**src/sspp_pkg.sv**
```systemverilog
// Constants shared by the synthesizer serial programming port and its dividers.
package sspp_pkg;
    localparam int SHIFT_W = 24;
    localparam int CTRL_W = 2;
    localparam int NUM_LATCH = 4;
    localparam int REF_W = 14;
    localparam int SWALLOW_W = 6;
    localparam int MAIN_W = 13;
    localparam int PRE_CNT_W = 7;
    localparam int MUX_W = 3;
    localparam int PRE_SEL_W = 2;
    // Positions of the synchronised pins in the sampled pin vector.
    localparam int PIN_NUM = 6;
    localparam int PIN_SCLK = 5;
    localparam int PIN_SDATA = 4;
    localparam int PIN_LOAD = 3;
    localparam int PIN_CE = 2;
    localparam int PIN_REF = 1;
    localparam int PIN_RF = 0;
    // Latch addresses carried by the two control bits.
    localparam logic [1:0] LATCH_REF = 2'h0;
    localparam logic [1:0] LATCH_AB = 2'h1;
    localparam logic [1:0] LATCH_FUNC = 2'h2;
    localparam logic [1:0] LATCH_INIT = 2'h3;
    // Field positions inside the latches.
    localparam int REF_LSB = 2;
    localparam int SWALLOW_LSB = 2;
    localparam int MAIN_LSB = 8;
    localparam int PD_BIT = 3;
    localparam int MUX_LSB = 4;
    localparam int PRE_LSB = 22;
    // Values after reset.
    localparam logic [SHIFT_W-1:0] LATCH_RESET = 24'h000000;
    localparam logic [PIN_NUM-1:0] PIN_RESET = 6'h00;
    // Observation selections.
    localparam logic [MUX_W-1:0] MUX_LOW = 3'h0;
    localparam logic [MUX_W-1:0] MUX_LOCK = 3'h1;
    localparam logic [MUX_W-1:0] MUX_RF_DIV = 3'h2;
    localparam logic [MUX_W-1:0] MUX_REF_DIV = 3'h3;
    // Smallest prescaler modulus; each step of the select doubles it.
    localparam logic [PRE_CNT_W-1:0] PRE_BASE = 7'h08;
endpackage

```
**src/sspp_divider.sv**
```systemverilog
// Programmable divider that emits one pulse per modulus input ticks.
module sspp_divider #(
    parameter int WIDTH = 14
) (
    input wire logic i_mclk,
    input wire logic i_nrst,
    input wire logic i_clear,
    input wire logic i_tick,
    input wire logic [WIDTH-1:0] i_modulus,
    output logic o_pulse
);
    logic [WIDTH-1:0] cnt;
    wire [WIDTH-1:0] cnt_inc = cnt + 1'b1;
    // A modulus of zero divides by one rather than stalling the comparator.
    wire last = (cnt_inc >= i_modulus);

    // Count ticks and wrap on the last one of each period.
    always_ff @(posedge i_mclk) begin
        if (!i_nrst || i_clear) begin
            cnt <= '0;
            o_pulse <= 1'b0;
        end else begin
            o_pulse <= i_tick & last;
            if (i_tick) begin
                cnt <= last ? '0 : cnt_inc;
            end
        end
    end
endmodule

```
**src/sspp_port.sv**
```systemverilog
// Serial programming port, latches, dividers and phase comparator of the synthesizer.
module sspp_port (
    input wire logic i_mclk,
    input wire logic i_nrst,
    input wire logic i_sclk,
    input wire logic i_sdata,
    input wire logic i_load_strobe,
    input wire logic i_chip_enable,
    input wire logic i_reference_input,
    input wire logic i_rf_feedback_input,
    output logic o_pump_up,
    output logic o_pump_dn,
    output logic o_pump_oe,
    output logic o_powered_down,
    output logic o_observe_mux_output
);
    logic [sspp_pkg::PIN_NUM-1:0] pin_meta;
    logic [sspp_pkg::PIN_NUM-1:0] pin_sync;
    logic [sspp_pkg::PIN_NUM-1:0] pin_prev;
    logic [sspp_pkg::SHIFT_W-1:0] shift;
    logic [sspp_pkg::SHIFT_W-1:0] latch [sspp_pkg::NUM_LATCH];
    logic [sspp_pkg::PRE_CNT_W-1:0] pcnt;
    logic [sspp_pkg::SWALLOW_W-1:0] swallow_left;
    logic [sspp_pkg::MAIN_W-1:0] main_left;
    logic fb_pulse;
    logic ref_div_q;
    logic fb_div_q;
    logic lock;
    logic ref_pulse;

    wire [sspp_pkg::PIN_NUM-1:0] pins = {i_sclk, i_sdata, i_load_strobe,
                                         i_chip_enable, i_reference_input,
                                         i_rf_feedback_input};

    // Every pin is asynchronous to the system clock, so all pass two flops first.
    always_ff @(posedge i_mclk) begin
        if (!i_nrst) begin
            pin_meta <= sspp_pkg::PIN_RESET;
            pin_sync <= sspp_pkg::PIN_RESET;
            pin_prev <= sspp_pkg::PIN_RESET;
        end else begin
            pin_meta <= pins;
            pin_sync <= pin_meta;
            pin_prev <= pin_sync;
        end
    end

    // Edge detection on the synchronised copies; data and strobe keep equal delay.
    wire sclk_rise = pin_sync[sspp_pkg::PIN_SCLK] & ~pin_prev[sspp_pkg::PIN_SCLK];
    wire le_rise = pin_sync[sspp_pkg::PIN_LOAD] & ~pin_prev[sspp_pkg::PIN_LOAD];
    wire ref_tick = pin_sync[sspp_pkg::PIN_REF] & ~pin_prev[sspp_pkg::PIN_REF];
    wire rf_tick = pin_sync[sspp_pkg::PIN_RF] & ~pin_prev[sspp_pkg::PIN_RF];
    wire sdata_s = pin_sync[sspp_pkg::PIN_SDATA];
    wire ce_s = pin_sync[sspp_pkg::PIN_CE];
    wire [sspp_pkg::SHIFT_W-1:0] next_shift = {shift[sspp_pkg::SHIFT_W-2:0], sdata_s};
    wire [1:0] ctrl = shift[sspp_pkg::CTRL_W-1:0];

    // Shift register takes one bit per serial clock rise, oldest bit moving up.
    always_ff @(posedge i_mclk) begin
        if (!i_nrst) begin
            shift <= sspp_pkg::LATCH_RESET;
        end else if (sclk_rise) begin
            shift <= next_shift;
        end
    end

    // One latch per control code; a strobe edge loads only the addressed one.
    // A strobe that coincides with a clock rise loads the word before that bit.
    for (genvar g = 0; g < sspp_pkg::NUM_LATCH; g++) begin : g_latch
        wire hit = le_rise && (ctrl == 2'(g));
        always_ff @(posedge i_mclk) begin
            if (!i_nrst) begin
                latch[g] <= sspp_pkg::LATCH_RESET;
            end else if (hit) begin
                latch[g] <= shift;
            end
        end
    end

    // Field decode from the latches.
    wire [sspp_pkg::REF_W-1:0] ref_mod =
        latch[sspp_pkg::LATCH_REF][sspp_pkg::REF_LSB +: sspp_pkg::REF_W];
    wire [sspp_pkg::SWALLOW_W-1:0] swallow_val =
        latch[sspp_pkg::LATCH_AB][sspp_pkg::SWALLOW_LSB +: sspp_pkg::SWALLOW_W];
    wire [sspp_pkg::MAIN_W-1:0] main_val =
        latch[sspp_pkg::LATCH_AB][sspp_pkg::MAIN_LSB +: sspp_pkg::MAIN_W];
    wire soft_powerdown_bit = latch[sspp_pkg::LATCH_FUNC][sspp_pkg::PD_BIT];
    wire [sspp_pkg::MUX_W-1:0] mux_sel =
        latch[sspp_pkg::LATCH_FUNC][sspp_pkg::MUX_LSB +: sspp_pkg::MUX_W];
    wire [sspp_pkg::PRE_SEL_W-1:0] pre_sel =
        latch[sspp_pkg::LATCH_FUNC][sspp_pkg::PRE_LSB +: sspp_pkg::PRE_SEL_W];
    wire init_load = le_rise && (ctrl == sspp_pkg::LATCH_INIT);

    // Power-down: chip enable low always wins; high still obeys the soft bit.
    wire next_pd = ~ce_s | soft_powerdown_bit;
    wire counters_clear = o_powered_down | init_load;

    // Reference divider ahead of the phase comparator.
    sspp_divider #(
        .WIDTH(sspp_pkg::REF_W)
    ) u_ref_div (
        .i_mclk(i_mclk),
        .i_nrst(i_nrst),
        .i_clear(counters_clear),
        .i_tick(ref_tick),
        .i_modulus(ref_mod),
        .o_pulse(ref_pulse)
    );

    // Prescaler runs at P+1 while swallow counts remain, else at P.
    wire [sspp_pkg::PRE_CNT_W-1:0] pre_base = sspp_pkg::PRE_BASE << pre_sel;
    wire swallowing = (swallow_left != '0);
    wire [sspp_pkg::PRE_CNT_W-1:0] modulus = pre_base + {6'h00, swallowing};
    wire pre_event = rf_tick && (pcnt == modulus - 1'b1);
    wire main_done = (main_left <= 13'h0001);
    wire [sspp_pkg::PRE_CNT_W-1:0] next_pcnt = pre_event ? '0 : pcnt + 1'b1;

    // Prescaler count of RF edges.
    always_ff @(posedge i_mclk) begin
        if (!i_nrst || counters_clear) begin
            pcnt <= '0;
        end else if (rf_tick) begin
            pcnt <= next_pcnt;
        end
    end

    // Swallow and main counters; N = main * P + swallow per feedback pulse.
    // The host must keep swallow at or below main, otherwise the count is not N.
    always_ff @(posedge i_mclk) begin
        if (!i_nrst || counters_clear) begin
            swallow_left <= swallow_val;
            main_left <= main_val;
            fb_pulse <= 1'b0;
        end else begin
            fb_pulse <= pre_event & main_done;
            if (pre_event && main_done) begin
                swallow_left <= swallow_val;
                main_left <= main_val;
            end else if (pre_event) begin
                swallow_left <= swallow_left - {5'h00, swallowing};
                main_left <= main_left - 1'b1;
            end
        end
    end

    // Phase comparator: an edge sets its side, both set together clears both.
    wire up_set = o_pump_up | ref_pulse;
    wire dn_set = o_pump_dn | fb_pulse;
    wire both = up_set & dn_set;
    wire next_up = up_set & ~both;
    wire next_dn = dn_set & ~both;

    // Pump drive and status; o_pump_oe is released together with the power-down flag, up and down drop with it, only lock is held one cycle longer.
    always_ff @(posedge i_mclk) begin
        if (!i_nrst) begin
            o_powered_down <= 1'b1;
            o_pump_oe <= 1'b0;
            o_pump_up <= 1'b0;
            o_pump_dn <= 1'b0;
            lock <= 1'b0;
        end else begin
            o_powered_down <= next_pd;
            o_pump_oe <= ~next_pd;
            // Gating with the next power state keeps the pump idle on the very edge it stops.
            o_pump_up <= next_up & ~counters_clear & ~next_pd;
            o_pump_dn <= next_dn & ~counters_clear & ~next_pd;
            lock <= ~counters_clear & ~next_up & ~next_dn;
        end
    end

    // Divided signals are toggled so the observation pin shows a square wave.
    wire [sspp_pkg::MUX_W-1:0] sel = mux_sel;
    wire next_observe = (sel == sspp_pkg::MUX_LOCK) ? lock :
                        (sel == sspp_pkg::MUX_RF_DIV) ? fb_div_q :
                        (sel == sspp_pkg::MUX_REF_DIV) ? ref_div_q : 1'b0;

    always_ff @(posedge i_mclk) begin
        if (!i_nrst) begin
            ref_div_q <= 1'b0;
            fb_div_q <= 1'b0;
            o_observe_mux_output <= 1'b0;
        end else begin
            ref_div_q <= ref_div_q ^ ref_pulse;
            fb_div_q <= fb_div_q ^ fb_pulse;
            o_observe_mux_output <= next_observe;
        end
    end
endmodule

```
**config.mk**
```make
export PLATFORM = sky130hd
export DESIGN_NAME = sspp_port
export DESIGN_NICKNAME = d
export VERILOG_FILES = /design/src/sspp_pkg.sv /design/src/sspp_divider.sv /design/src/sspp_port.sv
export SDC_FILE = /design/constraint.sdc
export NUM_CORES = 1
export LEC_CHECK = 0
export BUFFER_PORTS_ARGS = -buffer_cell sky130_fd_sc_hd__clkbuf_2
export CAP_MARGIN = 20
export CORE_MARGIN = 2
export CORE_UTILIZATION = 30
export CTS_CLUSTER_DIAMETER = 50
export DETAILED_ROUTE_END_ITERATION = 12
export HOLD_SLACK_MARGIN = 0.05
export PLACE_DENSITY = 0.52
export SKIP_CTS_REPAIR_TIMING = 1
export SLEW_MARGIN = 20
export SYNTH_ARGS = -nofsm -noshare
export SYNTH_HDL_FRONTEND = slang
export SYNTH_SLANG_ARGS = --single-unit
```
**constraint.sdc**
```tcl
create_clock -name i_mclk -period 9.4 [get_ports i_mclk]
set_input_delay 0.94 -clock i_mclk [delete_from_list [all_inputs] [get_ports i_mclk]]
set_output_delay 0.94 -clock i_mclk [all_outputs]
set_load 0.02 [all_outputs]
```
==> flow_metrics.tcl <==
set metrics [dict create \
    finalSetupViolCount 0 \
    final_hold_viol_count 0 \
    fmax_mhz 271 \
    synth_cell_types 48 \
    cp-endpoint "main_left[6]" \
    synth_cells 543 \
    via_per_inst 4.66 \
    clk_pin_slew_ps 60 \
    num_rows 50 \
    ys.flop_type "dfxtp_1" \
    fin_cells 805 \
    crit_path_start_kind "register" \
    numCtsBuffers 17 \
    hp-class "reg -> reg" \
    drive_above_1_share_pct 10.9 \
    rr_endpoint "main_left[6]" \
    grt_pass1_vias 3790 \
    cts_root_buf "clkbuf_16" \
    syn_avg_cell_area_um2 10.6 \
    initial_core_util_pct 30.7 \
    finalCritPeriodShare_pct 39.3 \
    grt_pass1_wl_mm 18.5 \
    synth-simple-area-share_pct 18.9 \
    synthAdderAreaFrac_pct 4.78 \
    synthMuxAreaShare_pct 4.30 \
    final_common_cell "nand2_1" \
    via_count 3749 \
    rsz0062_at_grt "no" \
    cts_tree "yes" \
    yosys_register_bits 129 \
    drtAntennaViolNets 0 \
    powerDensity_nw_per_um2 191 \
    synth_compound_area_share_pct 8.75 \
    n_fill_cell 1897 \
    critical_path.slowest_cell "o31a_1" \
    tns_ps 0 \
    die_area_um2 20300 \
    drt-pass1-iter-count 4 \
    die_w_um 143 \
    pin_count 13 \
    synth_xor_area_share_pct 5.17 \
    cp_cell_sequence "or4_4 -> o41ai_1 -> a2111oi_2 -> a211oi_1 -> o31a_1 -> mux2_1" \
    finalNetCount 589 \
    place_hpwl_mm 7.73 \
    fin_skew_ps 13.6 \
    synth_top_family_by_area "simple AND/OR/NAND/NOR gates" \
    insertion_delay_ps 410 \
    wl_mm 10.9 \
    register_area_um2 3160 \
    crit_cells 6 \
    async_flop_share_pct 0 \
    cp.arrival_ps 3850 \
    syn_area_um2 5760 \
    worst_pin_slew_ps 1080 \
    grt_usage_pct 11.7 \
    grt_max_degree 29 \
    wire_per_inst_um 13.6 \
    final-max-slew-violation-count 0 \
    slowest_delay_ps 950 \
    power_mw 1.27 \
    portBuffers 12 \
    grt-ovfl-total 0 \
    die_h_um 143 \
    core_area_um2 18800 \
    yosysSeqAreaShare_pct 54.9 \
    crit_buf_inv 0 \
    cts_buffer_depth 2 \
    relSlewSlack_pct 27.9 \
    route.detailed.drc 0 \
    layout_common_cells "nand2_1, dfxtp_1, edfxtp_1" \
    critPathLaunch "swallow_left[2]" \
    fin_crit_ps 3690 \
    required_ps 9550 \
    synth_edf_count 58 \
    cp-end-kind "register" \
    antenna_cells 0 \
    critPathKind "reg -> reg" \
    cts.sinks 129 \
    synth_fp_nets 573 \
    drtIter0Drc 221 \
    h-tree-depth 4 \
    worstPathMaxFanout 19 \
    rr_worst_depth 6 \
    antenna_found_initial 0 \
    status "finished clean" \
    r2r_start "swallow_left[2]" \
    cp_top_family "compound AO/OA/AOI/OAI gates" \
    maxCapViolCount 0 \
    yosys_warnings 0 \
    place.gp.congestion 0.764 \
    area_delta_synth_final_pct 15.5 \
    leakagePower_nw 2.55 \
    multiInputGateArea_um2 2450 \
    peakVddDrop_uv 112 \
    r2r_slack_ps 5710 \
    post-place-cells 773 \
]
==> metal layers <==
| metal | up-vias | GRT usage, % | part of all wire, % |
|---|---|---|---|
| met4 | 0 | 5.37 | 1.7 |
| met1 | 1772 | 15.7 | 50 |
| li1 | 1909 | - | - |
| met5 | - | 0 | 0 |
| met3 | 15 | 2.89 | 2.7 |
| met2 | 53 | 17.8 | 46 |
==> cells in the mapped netlist (3+ instances only) <==
master	n	area (µm²)
o31ai_1	4	30.0
edfxtp_1	58	1740
xnor2_1	19	166
and3_1	3	18.8
a22o_1	8	70.1
mux2_1	9	101
mux2_4	7	105
mux2i_1	3	30.0
a211oi_1	4	30.0
nor3_1	3	15.0
nand4_1	6	37.5
ha_1	22	275
nand3_1	11	55.1
nor2_1	28	105
xor2_1	15	131
or2_2	3	18.8
nand2b_1	8	50.1
o21ai_1	4	20.0
a21o_1	5	37.5
a21oi_1	36	180
nand2_1	75	282
dfxtp_1	71	1420
and2_1	57	357
nor2b_1	6	37.5
o21ai_0	6	30.0
inv_1	24	90.1
clkbuf_1	16	60.1
nor4_1	6	37.5
==> worst min path at each step <==
stage,start,endpoint,cells past startpoint
6_report,pin_meta[0],pin_sync[0],1
5_1_grt,pin_meta[0],pin_sync[0],1
4_1_cts,pin_meta[0],pin_sync[0],1
3_5_place_dp,pin_meta[5],pin_sync[5],1
2_1_floorplan,latch[1][6],o_observe_mux_output,1
3_3_place_gp,pin_meta[5],pin_sync[5],1
==> cell type report <==
cell class	count	area share, %
clock buffers	26	7.67
clock inverters	5	0.790
inverters	26	1.47
multi-input cells	369	36.8
flip-flops and latches	129	47.5
well taps	234	4.40
repair buffers	16	1.35
==> logic make-up (layout without fill, tap and decap cells) <==
kind of cell	after synthesis	in the layout
xor gates and xnor gates	34	34
AOI/OAI and AO/OA	79	79
muxes	20	20
adders and majority gates	22	22
buffers and inverters	45	73
DFF	129	129
and+or+nand+nor	214	214
==> registers in the layout, summed over array words and instances (netlist names), 4 cells and up <==
signal and cells:
swallow_left 6, pin_sync 6, shift 24, pin_prev 4, u_ref_div.cnt 14, pin_meta 6
latch 39, main_left 13, pcnt 7
==> per-stage QoR <==
stage / setup slack, ps / util, % / cell area (µm²) / hold slack, ps
5_1_grt: 5450 / 35.5 / 6650 / 444
2_1_floorplan: 6090 / - / 5760 / 390
3_5_place_dp: 5700 / 32.3 / 6070 / 420
3_3_place_gp: 5840 / 32.3 / 6060 / 417
6_report: 5710 / 35.5 / 6650 / 431
4_1_cts: 5670 / 35.3 / 6630 / 433
==> where the power goes <==
group | internal (mW) | switching [mW]
clock | 0.398 | 0.224
sequential | 0.600 | 0.00800
combinational | 0.0160 | 0.0245
(Power assumes the default switching activity.)
